===== config.mk =====
export PLATFORM = sky130hd
export DESIGN_NAME = psc_loader
export DESIGN_NICKNAME = d
export VERILOG_FILES = /design/src/psc_pkg.sv /design/src/psc_led_drive.sv /design/src/psc_loader.sv /design/src/psc_strap_latch.sv
export VERILOG_INCLUDE_DIRS = /design/src /design/src/src
export SDC_FILE = /design/constraint.sdc
export NUM_CORES = 1
export LEC_CHECK = 0
export BUFFER_PORTS_ARGS = -buffer_cell sky130_fd_sc_hd__buf_4
export CORE_MARGIN = 2
export CORE_UTILIZATION = 35
export DETAILED_ROUTE_END_ITERATION = 6
export PLACE_DENSITY_LB_ADDON = 0.12
export SYNTH_ARGS = -nofsm -noshare
export SYNTH_HDL_FRONTEND = slang
export SYNTH_SLANG_ARGS = --single-unit
export TNS_END_PERCENT = 50

===== constraint.sdc =====
create_clock -name pclk -period 2.85 [get_ports pclk]
set_input_delay 0.57 -clock pclk [delete_from_list [all_inputs] [get_ports pclk]]
set_output_delay 0.57 -clock pclk [all_outputs]
set_load 0.02 [all_outputs]

===== src/psc_map.svh =====
// Register offsets, field positions and reset values of the strap loader
`ifndef PSC_MAP_SVH
`define PSC_MAP_SVH

// ****************************************************************
// Register byte offsets on the APB bus
// ****************************************************************
`define PSC_OFS_CTRL 8'h00
`define PSC_OFS_ADV 8'h04
`define PSC_OFS_TX100 8'h08
`define PSC_OFS_FIFO 8'h0c
`define PSC_OFS_STRAP 8'h10
`define PSC_OFS_LED 8'h14

// ****************************************************************
// Field positions
// ****************************************************************
`define PSC_CTRL_LOOP 14
`define PSC_CTRL_AN 12
`define PSC_CTRL_ISO 10
`define PSC_CTRL_FDX 8
`define PSC_TX100_MLT3_DIS 1
`define PSC_FIFO_SMII 12
`define PSC_FIFO_RMII 11
`define PSC_ADV_LO 5
`define PSC_ADV_HI 8
`define PSC_ST_AN 0
`define PSC_ST_FDE 1
`define PSC_ST_A 2
`define PSC_ST_B 3
`define PSC_ST_C 4
`define PSC_ST_ADDR_LO 5
`define PSC_ST_ADDR_HI 9

// ****************************************************************
// Widths and reset values
// ****************************************************************
`define PSC_STRAP_W 10
`define PSC_LED_N 5
`define PSC_CTRL_RST 16'h0000
`define PSC_CTRL_WMASK 16'h7d80
`define PSC_ADV_RST 16'h01e1
`define PSC_ADV_FIELD 16'h01e0
`define PSC_ADV_ALL 4'hf
`define PSC_TX100_RST 16'h01c0
`define PSC_ISO_ADDR 5'h00

`endif


===== src/psc_pkg.sv =====
// Types shared by the strap loader modules
package psc_pkg;

   // Loader sequence, Gray coded along wait, take, run
   typedef enum logic [1:0]
   {
      PSC_LD_WAIT = 2'h0,
      PSC_LD_TAKE = 2'h1,
      PSC_LD_RUN = 2'h3
   } psc_ld_state_t;

   // Host interface selected by the configuration straps
   typedef enum logic [1:0]
   {
      PSC_HM_MII = 2'h0,
      PSC_HM_SMII = 2'h1,
      PSC_HM_RMII = 2'h2
   } psc_host_mode_t;

endpackage : psc_pkg


===== src/psc_led_drive.sv =====
// LED output drivers with strap-selected polarity
`timescale 1ns/1ps
`include "psc_map.svh"

module psc_led_drive
(
   input wire logic pclk,
   input wire logic presetn,
   input wire logic [`PSC_LED_N-1:0] led_on,
   input wire logic [`PSC_LED_N-1:0] led_pol,
   output logic [`PSC_LED_N-1:0] led_out
);
   import psc_pkg::*;

   // A strap pulled high makes the LED sink, so it does not fight the pull
   genvar i;
   generate
      for (i = 0; i < `PSC_LED_N; i = i + 1)
      begin : g_led
         always_ff @(posedge pclk or negedge presetn)
         begin
            if (!presetn)
               led_out[i] <= 1'b0;
            else
               led_out[i] <= led_pol[i] ? ~led_on[i] : led_on[i];
         end
      end
   endgenerate
endmodule : psc_led_drive


===== src/psc_loader.sv =====
// Strap configuration loader with APB register access
// Function
// Autoneg on: fde and cfg pick FD advertisement; in SMII or RMII mode the code advertises 8:5 all ones
// Autoneg off: fde loads control duplex bit
// Straps give initial values; software owns afterwards
// Autoneg off, cfg_c low: cfg_a sets MLT-3
// Autoneg off, MII: cfg_b sets loopback
// Autoneg on, MII: straps set advertise 8:5
// cfg_c high, cfg_a low: SMII or RMII
// Autoneg off: advertise bits 8:5 all ones
// Autoneg on: MLT-3 on, loopback off
// Address straps sampled to fix LED polarity
// Address strap low: LED active high
// Address strap high: LED active low
// Address straps give five-bit PHY address
// Address zero sets isolate at reset
// Autoneg strap high forces enable, blocks writes
// Isolate tri-states host outputs, ignores inputs
// Straps latched once after reset release
//
// Local design decisions: the APB slave port and the placing of the registers.
`timescale 1ns/1ps
`include "psc_map.svh"

module psc_loader
(
   input wire logic pclk,
   input wire logic presetn,
   input wire logic psel,
   input wire logic penable,
   input wire logic pwrite,
   input wire logic [7:0] paddr,
   input wire logic [31:0] pwdata,
   output logic [31:0] prdata,
   output logic pready,
   output logic pslverr,
   input wire logic autoneg_strap,
   input wire logic fde_strap,
   input wire logic cfg_strap_a,
   input wire logic cfg_strap_b,
   input wire logic cfg_strap_c,
   input wire logic [4:0] addr_strap,
   input wire logic [3:0] host_txd,
   input wire logic [3:0] core_rxd,
   output logic [3:0] core_txd,
   output logic [3:0] host_rxd,
   output logic host_rxd_oe,
   output logic [4:0] led_out,
   output logic [4:0] phy_addr,
   output psc_pkg::psc_host_mode_t host_mode,
   output logic config_done
);
   import psc_pkg::*;

   // ****************************************************************
   // Strap capture
   // ****************************************************************
   logic [`PSC_STRAP_W-1:0] strap_q;
   logic load_pulse;
   logic loaded;

   psc_strap_latch u_latch
   (
      .pclk(pclk),
      .presetn(presetn),
      .strap_in({addr_strap, cfg_strap_c, cfg_strap_b, cfg_strap_a, fde_strap, autoneg_strap}),
      .strap_q(strap_q),
      .load_pulse(load_pulse),
      .loaded(loaded)
   );

   // Host interface choice; cfg_c high with cfg_a high falls back to MII
   function automatic psc_host_mode_t mode_of(input logic a, input logic b, input logic c);
      if (c && !a)
         mode_of = b ? PSC_HM_RMII : PSC_HM_SMII;
      else
         mode_of = PSC_HM_MII;
   endfunction : mode_of

   // Named fields of the latched straps
   wire s_an = strap_q[`PSC_ST_AN];
   wire s_fde = strap_q[`PSC_ST_FDE];
   wire s_a = strap_q[`PSC_ST_A];
   wire s_b = strap_q[`PSC_ST_B];
   wire s_c = strap_q[`PSC_ST_C];
   wire [4:0] s_addr = strap_q[`PSC_ST_ADDR_HI:`PSC_ST_ADDR_LO];
   wire psc_host_mode_t s_mode = mode_of(s_a, s_b, s_c);
   wire s_mii = (s_mode == PSC_HM_MII);

   // ****************************************************************
   // Values loaded once from the straps
   // ****************************************************************
   // Speed abilities: cfg_b asks for 10 Mb/s, cfg_a for 100 Mb/s
   wire ab_10 = s_b;
   wire ab_100 = s_a;
   wire [3:0] adv_mii = {ab_100 & s_fde, ab_100, ab_10 & s_fde, ab_10};
   wire [3:0] adv_sel = (s_an && s_mii) ? adv_mii : `PSC_ADV_ALL;
   wire fdx_bit = !s_an && s_fde;
   wire loop_bit = !s_an && s_mii && s_b;
   wire mlt3_dis = !s_an && !s_c && s_a;
   wire iso_bit = (s_addr == `PSC_ISO_ADDR);

   wire [15:0] ctrl_load = `PSC_CTRL_RST
      | ({15'h0000, s_an} << `PSC_CTRL_AN)
      | ({15'h0000, fdx_bit} << `PSC_CTRL_FDX)
      | ({15'h0000, loop_bit} << `PSC_CTRL_LOOP)
      | ({15'h0000, iso_bit} << `PSC_CTRL_ISO);
   wire [15:0] adv_load = (`PSC_ADV_RST & ~`PSC_ADV_FIELD) | ({12'h000, adv_sel} << `PSC_ADV_LO);
   wire [15:0] tx_load = (`PSC_TX100_RST & ~(16'h0001 << `PSC_TX100_MLT3_DIS))
      | ({15'h0000, mlt3_dis} << `PSC_TX100_MLT3_DIS);
   wire [15:0] fifo_load = ({15'h0000, s_mode == PSC_HM_SMII} << `PSC_FIFO_SMII)
      | ({15'h0000, s_mode == PSC_HM_RMII} << `PSC_FIFO_RMII);

   // ****************************************************************
   // APB decode
   // ****************************************************************
   logic [15:0] ctrl_reg;
   logic [15:0] adv_reg;
   logic [15:0] tx100_reg;
   logic [15:0] fifo_reg;
   logic [4:0] led_reg;

   wire setup = psel && !penable;
   wire access = psel && penable && pready;
   wire wr = access && pwrite;
   wire hit_ctrl = (paddr == `PSC_OFS_CTRL);
   wire hit_adv = (paddr == `PSC_OFS_ADV);
   wire hit_tx = (paddr == `PSC_OFS_TX100);
   wire hit_fifo = (paddr == `PSC_OFS_FIFO);
   wire hit_strap = (paddr == `PSC_OFS_STRAP);
   wire hit_led = (paddr == `PSC_OFS_LED);
   wire known = hit_ctrl | hit_adv | hit_tx | hit_fifo | hit_strap | hit_led;

   // Read mux; unmapped offsets read zero
   wire [31:0] rd_mux = hit_ctrl ? {16'h0000, ctrl_reg}
      : hit_adv ? {16'h0000, adv_reg}
      : hit_tx ? {16'h0000, tx100_reg}
      : hit_fifo ? {16'h0000, fifo_reg}
      : hit_strap ? {22'h000000, strap_q}
      : hit_led ? {27'h0000000, led_reg}
      : 32'h00000000;

   // Self-clearing bits are not stored; the strap pins the enable while high
   wire [15:0] ctrl_wmask = pwdata[15:0] & `PSC_CTRL_WMASK;
   wire [15:0] ctrl_wdat = s_an ? (ctrl_wmask | (16'h0001 << `PSC_CTRL_AN)) : ctrl_wmask;

   // The strap load always wins, software edits only after it
   wire [15:0] ctrl_next = load_pulse ? ctrl_load : ((wr && hit_ctrl) ? ctrl_wdat : ctrl_reg);
   wire [15:0] adv_next = load_pulse ? adv_load : ((wr && hit_adv) ? pwdata[15:0] : adv_reg);
   wire [15:0] tx_next = load_pulse ? tx_load : ((wr && hit_tx) ? pwdata[15:0] : tx100_reg);
   wire [15:0] fifo_next = load_pulse ? fifo_load : fifo_reg;
   wire [4:0] led_next = (wr && hit_led) ? pwdata[4:0] : led_reg;

   // Zero-wait slave: answer in the first access cycle
   always_ff @(posedge pclk or negedge presetn)
   begin
      if (!presetn)
      begin
         pready <= 1'b0;
         prdata <= 32'h00000000;
         pslverr <= 1'b0;
      end
      else
      begin
         pready <= setup;
         prdata <= (setup && !pwrite) ? rd_mux : 32'h00000000;
         pslverr <= setup && !known;
      end
   end

   // Management registers
   always_ff @(posedge pclk or negedge presetn)
   begin
      if (!presetn)
      begin
         ctrl_reg <= `PSC_CTRL_RST;
         adv_reg <= `PSC_ADV_RST;
         tx100_reg <= `PSC_TX100_RST;
         fifo_reg <= 16'h0000;
         led_reg <= 5'h00;
      end
      else
      begin
         ctrl_reg <= ctrl_next;
         adv_reg <= adv_next;
         tx100_reg <= tx_next;
         fifo_reg <= fifo_next;
         led_reg <= led_next;
      end
   end

   // ****************************************************************
   // Host interface isolation and status outputs
   // ****************************************************************
   wire iso = ctrl_reg[`PSC_CTRL_ISO];

   // Isolated: outputs released, inputs replaced by zero
   always_ff @(posedge pclk or negedge presetn)
   begin
      if (!presetn)
      begin
         host_rxd <= 4'h0;
         host_rxd_oe <= 1'b0;
         core_txd <= 4'h0;
         phy_addr <= 5'h00;
         host_mode <= PSC_HM_MII;
         config_done <= 1'b0;
      end
      else
      begin
         host_rxd <= iso ? 4'h0 : core_rxd;
         host_rxd_oe <= !iso;
         core_txd <= iso ? 4'h0 : host_txd;
         phy_addr <= s_addr;
         host_mode <= s_mode;
         config_done <= loaded;
      end
   end

   // LED polarity follows the sampled address straps
   psc_led_drive u_led
   (
      .pclk(pclk),
      .presetn(presetn),
      .led_on(led_reg),
      .led_pol(s_addr),
      .led_out(led_out)
   );
endmodule : psc_loader


===== src/psc_strap_latch.sv =====
// One-shot capture of the strap pins after reset release
`timescale 1ns/1ps
`include "psc_map.svh"

module psc_strap_latch
(
   input wire logic pclk,
   input wire logic presetn,
   input wire logic [`PSC_STRAP_W-1:0] strap_in,
   output logic [`PSC_STRAP_W-1:0] strap_q,
   output logic load_pulse,
   output logic loaded
);
   import psc_pkg::*;

   psc_ld_state_t state_reg;
   psc_ld_state_t state_next;
   logic take;

   // Pins are caught by the second clock after release, never by the reset itself
   assign take = (state_reg == PSC_LD_TAKE);
   always_comb
   begin
      case (state_reg)
         PSC_LD_WAIT: state_next = PSC_LD_TAKE;
         PSC_LD_TAKE: state_next = PSC_LD_RUN;
         PSC_LD_RUN: state_next = PSC_LD_RUN;
         default: state_next = PSC_LD_WAIT;
      endcase
   end

   // Capture once; later pin changes from the shared LED drivers are ignored
   always_ff @(posedge pclk or negedge presetn)
   begin
      if (!presetn)
      begin
         state_reg <= PSC_LD_WAIT;
         strap_q <= '0;
         load_pulse <= 1'b0;
         loaded <= 1'b0;
      end
      else
      begin
         state_reg <= state_next;
         if (take)
            strap_q <= strap_in;
         load_pulse <= take;
         loaded <= loaded | take;
      end
   end
endmodule : psc_strap_latch

==> results_dict.tcl, run 1 <==
set metrics [dict create \
    period_share 0.696 \
    num_rows 40 \
    n_antenna_cell 0 \
    cts_setup_buffers 0 \
    crit_chain "buf_4 > or4_4 > nor4_4 > buf_4 > mux2i_1 > o32ai_1" \
    yosys-top-cells-area "dfrtp_1 53%, nand2_1 8.0%, dfstp_2 4.9%" \
    clock_sinks 100 \
    crit_type "in2reg" \
    yosysTopAreaCell "dfrtp_1" \
    crit_fanout 10 \
    grt_usage 0.176 \
    stdcell_count 656 \
    wl_per_cell_um 16.7 \
    clock.fmax_mhz 504 \
    slowest_stage "or4_4" \
    cp_num_buf_inv 2 \
    syn2layout_area_growth_pct 25.4 \
    worst_pin_slew_ns 0.629 \
    num_vias 3267 \
    outcome "completed" \
    cts_root_buf "clkbuf_16" \
    design_area_um2 5420 \
    hp-class "in2async" \
    post_dp_cell_area_um2 5150 \
    clk_latency_ns 0.34 \
    cp-start-kind "input pin" \
    drive_gt1_frac 0.293 \
    slowest_delay_ns 0.65 \
    die_area_um2 13300 \
    min_period_ns 1.98 \
    cellPowerDensity_nw_per_um2 526 \
    finalSetupTns_ns 0 \
    dpl.hpwl_um 7890 \
    maxSlewViolCount 0 \
    gp_congestion 0.790 \
    initial_core_util 0.360 \
    core_area_um2 12000 \
    yosys_warnings 0 \
    synth.distinct_cells 47 \
    cts_buffers 9 \
    cp-end-kind "flop" \
    antenna_found_initial 0 \
    clockBufferDepth 2 \
    die_h_um 115 \
    cp.arrival_ns 2.18 \
    final_hold_viol_count 0 \
    p_leak_uw 0.00252 \
    synth_common_cells "92 x dfrtp_1, 92 x nand2_1, 34 x a21oi_1" \
    grt_max_degree 51 \
    wl_um 11000 \
    drv_cap 0 \
    layout.nets 569 \
    cts_resized 0 \
    dpl.cell_count 642 \
    grt_pass1_wl_um 17700 \
    overflow 0 \
    setup_viol 0 \
    synth-async-reset-ratio 1.00 \
    ioPinCount 119 \
    cts_tree "built" \
    crit_family "simple AND/OR/NAND/NOR gates" \
    synth_area_um2 4320 \
    ys_seq_elements 100 \
    rsz0062_at_grt "false" \
    syn_avg_cell_area_um2 10.5 \
    drt-initial-drc-count 181 \
    die_w_um 115 \
    cts-htree-levels 3 \
    crit_required_ns 3.05 \
    synth_top_area_frac 0.533 \
    dominantRegCellSynth "dfrtp_1" \
    cp_common_cell "buf_4" \
    netlist_instances 411 \
    ir_drop_uv 289 \
    grt_pass1_vias 3400 \
    viasPerCell 4.98 \
    skew_ns 0.00432 \
    portBuffers 86 \
    firstDrtPassIters 4 \
    cts_hold_buf 0 \
    postRouteAntennaNets 0 \
    path_clk_slew_ns 0.06 \
    synth-edff-count 0 \
    drc 0 \
    ys_seq_area_frac 0.581 \
    relSlewSlack 0.577 \
]
## where the power goes
group	internal, uW	leakage (uW)	switching, uW
Clock	633	0.000132	498
Sequential	1460	0.00127	24.6
Combinational	98.3	0.00112	144
## placed cells by master (no fill, tap or decap), types with 4 or more instances in the layout
cell type,netlist,routed
buf_4,16,102
nand2_1,92,92
dfrtp_1,92,92
a21oi_1,34,34
nor2_1,26,26
mux2_2,16,16
conb_1,1,16
nor2b_1,14,14
mux2i_1,9,9
clkbuf_16,0,9
inv_1,8,8
dfstp_2,8,8
nand2b_1,6,6
nand3_1,6,6
a211oi_1,6,6
o211ai_1,6,6
xor2_1,5,5
a31oi_1,5,5
nor3_1,4,4
## through the flow
step                worst slack [ns]   util  hold slack [ns]  total power, uW
floorplan                      0.619      -            0.274             1620
global placement               0.511  0.429            0.356             1750
detailed placement             0.507  0.429            0.352             1750
CTS                            0.879  0.451            0.271             2890
global route                   0.804  0.451            0.303             2960
finish                         0.867  0.451            0.248             2850
## layer usage
layer,global-route usage,vias up,share of wire
met5,0,-,0
met4,0.0602,0,0.016
met3,0.0374,12,0.056
met2,0.292,96,0.50
met1,0.231,1604,0.43
li1,-,1555,-
## kinds of logic after synthesis
family / Yosys count / share of synthesized area
compound gates: 69 / 0.0993
xor+xnor: 5 / 0.0101
simple gates: 168 / 0.188
flops: 100 / 0.581
buf+inv: 42 / 0.0527
mux: 26 / 0.0677
other cells: 1 / 0.000868
## final cells by class
class | count | area [um^2]
Timing Repair Buffer | 103 | 786
Tap cell | 147 | 184
Fill cell | 1173 | 6590
Sequential cell | 100 | 2510
Inverter | 8 | 30.0
Multi-Input combinational cell | 284 | 1640
Clock buffer | 13 | 260
Clock inverter | 1 | 8.76
## worst paths after layout
check,from,end,slack (ns),depth (start not counted)
max,paddr[1],ctrl_reg[14]$_DFFE_PN0P_,0.87,6
min,presetn,u_led.led_out[4]$_DFF_PN0_,0.25,1
max reg2reg,pready$_DFF_PN0_,led_reg[2]$_DFFE_PN0P_,1.20,4
min reg2reg,u_latch.loaded$_DFF_PN0_,config_done$_DFF_PN0_,0.37,0
max in group asynchronous,presetn,ctrl_reg[14]$_DFFE_PN0P_,1.86,2
min in group pclk,u_latch.loaded$_DFF_PN0_,config_done$_DFF_PN0_,0.37,0
Note: power is estimated with default switching activity, not from simulation.
==> run 2: changes to the inputs <==
--- a/config.mk
+++ b/config.mk
@@ -6,6 +6,7 @@
 export SDC_FILE = /design/constraint.sdc
 export NUM_CORES = 1
 export LEC_CHECK = 0
+export ABC_AREA = 1
 export BUFFER_PORTS_ARGS = -buffer_cell sky130_fd_sc_hd__buf_4
 export CORE_MARGIN = 2
 export CORE_UTILIZATION = 35
==> constraint.sdc (replaced) <==
create_clock -name pclk -period 1.6 [get_ports pclk]
set_input_delay 0.32 -clock pclk [delete_from_list [all_inputs] [get_ports pclk]]
set_output_delay 0.32 -clock pclk [all_outputs]
set_load 0.02 [all_outputs]
==> run 2 against run 1 <==
Net effect: global-route usage increased by 0.47 points; die area increased by 3.2%; wire length increased by 4.4%; final area increased by 6.5%; via count increased by 14%; sequential power increased by 78%; combinational power increased by 72%; final cell count increased by 28%; highest routed layer unchanged.
==> results_dict.tcl, run 2 <==
set metrics [dict create \
    outcome "completed" \
    synthAdderAreaFrac 0 \
    die_w_um 117 \
    fin_total_pwr_uw 5290 \
    ir_drop_uv 445 \
    cp.arrival_ns 1.63 \
    cp-end-kind "flop" \
    clk_latency_ns 0.35 \
    synth_common_cells "203 x nand2_1, 92 x dfrtp_1, 57 x nor2_1" \
    use_met3 0.0278 \
    dpl.hpwl_um 8250 \
    synth_compound_area_frac 0.0541 \
    ys_seq_area_frac 0.562 \
    met1_usage 0.260 \
    cts_root_buf "clkbuf_16" \
    crit_fanout 14 \
    fill_cells 1292 \
    rr_startpoint "u_latch.load_pulse$_DFF_PN0_" \
    gp_congestion 0.840 \
    final_cell_mix "203 x nand2_1, 117 x buf_4, 92 x dfrtp_1, 57 x nor2_1, 55 x inv_1" \
    period_share 0.835 \
    synth-simple-area-share 0.279 \
    min_from "addr_strap[3]" \
    crit_type "reg2reg" \
    grt_max_degree 100 \
    hp-class "in2reg" \
    crit_required_ns 1.89 \
    grt_util_met2 0.267 \
    finalSetupTns_ns 0 \
    syn2layout_area_growth_pct 29.2 \
    core_area_um2 12500 \
    clockBufferDepth 2 \
    maxSlewViolCount 0 \
    grt_pass1_vias 3603 \
    p_leak_uw 0.00321 \
    netlist_instances 544 \
    final_common_cell "nand2_1" \
    min_period_ns 1.34 \
    wl_um 11500 \
    final_core_util 0.461 \
    synthMuxAreaShare 0 \
    grt_pass1_wl_um 18400 \
    cts_buffers 9 \
    synth.distinct_cells 26 \
    clock_sinks 100 \
    final_hold_viol_count 0 \
    ioPinCount 119 \
    path_clk_slew_ns 0.07 \
    synth_top_area_frac 0.515 \
    n_antenna_cell 0 \
    firstDrtPassIters 4 \
    postRouteAntennaNets 0 \
    antenna_found_initial 0 \
    layout.nets 724 \
    drive_gt1_frac 0.248 \
    cts_tree "built" \
    synth_top_family_by_area "simple AND/OR/NAND/NOR gates" \
    synth-edff-count 0 \
    top_usage_layer "met2" \
    cts_setup_buffers 0 \
    cts_hold_buf 1 \
    design_area_um2 5770 \
    portBuffers 86 \
    grt_usage 0.181 \
    skew_ns 0.00549 \
    drv_cap 0 \
    relSlewSlack 0.625 \
    synth_most_common_cell "nand2_1" \
    drc 0 \
    drt-initial-drc-count 273 \
    yosysTopAreaCell "dfrtp_1" \
    synth_area_um2 4470 \
    setup.worst_path.start "u_latch.load_pulse$_DFF_PN0_" \
    synthXorXnorAreaFrac 0.00980 \
    cellPowerDensity_nw_per_um2 917 \
    cp-start-kind "flop" \
    worst_pin_slew_ns 0.562 \
    synth-async-reset-ratio 1.00 \
    yosys_warnings 0 \
    rsz0062_at_grt "false" \
    clock.fmax_mhz 748 \
    wl_per_cell_um 13.7 \
    overflow 0 \
    syn_avg_cell_area_um2 8.21 \
    cts-htree-levels 3 \
    num_vias 3715 \
    setup_viol 0 \
    die_h_um 117 \
    dominantRegCellSynth "dfrtp_1" \
    post_dp_cell_area_um2 5460 \
    die_area_um2 13700 \
    num_rows 41 \
    viasPerCell 4.43 \
    initial_core_util 0.357 \
    yosys-top-cells-area "dfrtp_1 52%, nand2_1 17%, nor2_1 4.8%" \
    ys_seq_elements 100 \
    cts_resized 0 \
]
## run 2: worst paths after layout
| path | endpoint | slack [ns] | cells after the start |
|---|---|---|---|
| setup / recovery | adv_reg[8]$_DFFE_PN1P_ | 0.26 | 5 |
| hold / removal | u_latch.strap_q[8]$_DFFE_PN0P_ | 0.17 | 3 |
| hold reg to reg | config_done$_DFF_PN0_ | 0.38 | 0 |
| min in group asynchronous | phy_addr[0]$_DFF_PN0_ | 0.29 | 2 |
| setup reg to reg | adv_reg[8]$_DFFE_PN1P_ | 0.26 | 5 |
| max in group asynchronous | host_mode[0]$_DFF_PN0_ | 0.59 | 3 |
## run 2: metrics by stage
step | setup WS (ns) | cells | hold slack (ns)
floorplan | 0.188 | 559 | 0.0244
finish | 0.264 | 838 | 0.167
global placement | 0.0594 | 821 | 0.112
CTS | 0.256 | 838 | 0.158
detailed placement | 0.0228 | 821 | 0.112
global route | 0.134 | 838 | 0.172
## run 2: worst max-delay path, stage by stage (launching register included)
cell,delay (ns)
dfrtp_1,0.38
inv_1,0.32
o21ai_4,0.11
inv_2,0.29
nand2_1,0.09
nand2_1,0.08
## run 2: kinds of logic (layout without fill, tap and decap cells)
logic type | Yosys count | in the layout
buffers and inverters | 88 | 195
and+or+nand+nor | 305 | 305
other | 1 | 16
AOI/OAI and AO/OA | 45 | 45
DFF | 100 | 100
xor gates and xnor gates | 5 | 5
## run 2: area by class of cell
class | count | area, um^2 | share of cell area
multi-input cells | 371 | 1590 | 0.276
clock buffers | 10 | 239 | 0.0414
well taps | 172 | 215 | 0.0373
inverters | 59 | 223 | 0.0386
clock inverters | 6 | 62.6 | 0.0108
flip-flops and latches | 100 | 2510 | 0.435
repair buffers | 120 | 928 | 0.161
## run 2: metal layers
layer	wire length [um]	part of all wire	vias up
met1	5490	0.48	1731
met5	0	0	-
met4	310	0.027	0
met3	548	0.048	20
met2	5110	0.45	103
li1	-	-	1861
## run 2: power breakdown
group | switching (uW) | internal (uW) | leakage, uW
combinational | 249 | 171 | 0.00179
sequential | 44.4 | 2590 | 0.00127
clock | 981 | 1260 | 0.000153
total | 1270 | 4020 | 0.00321
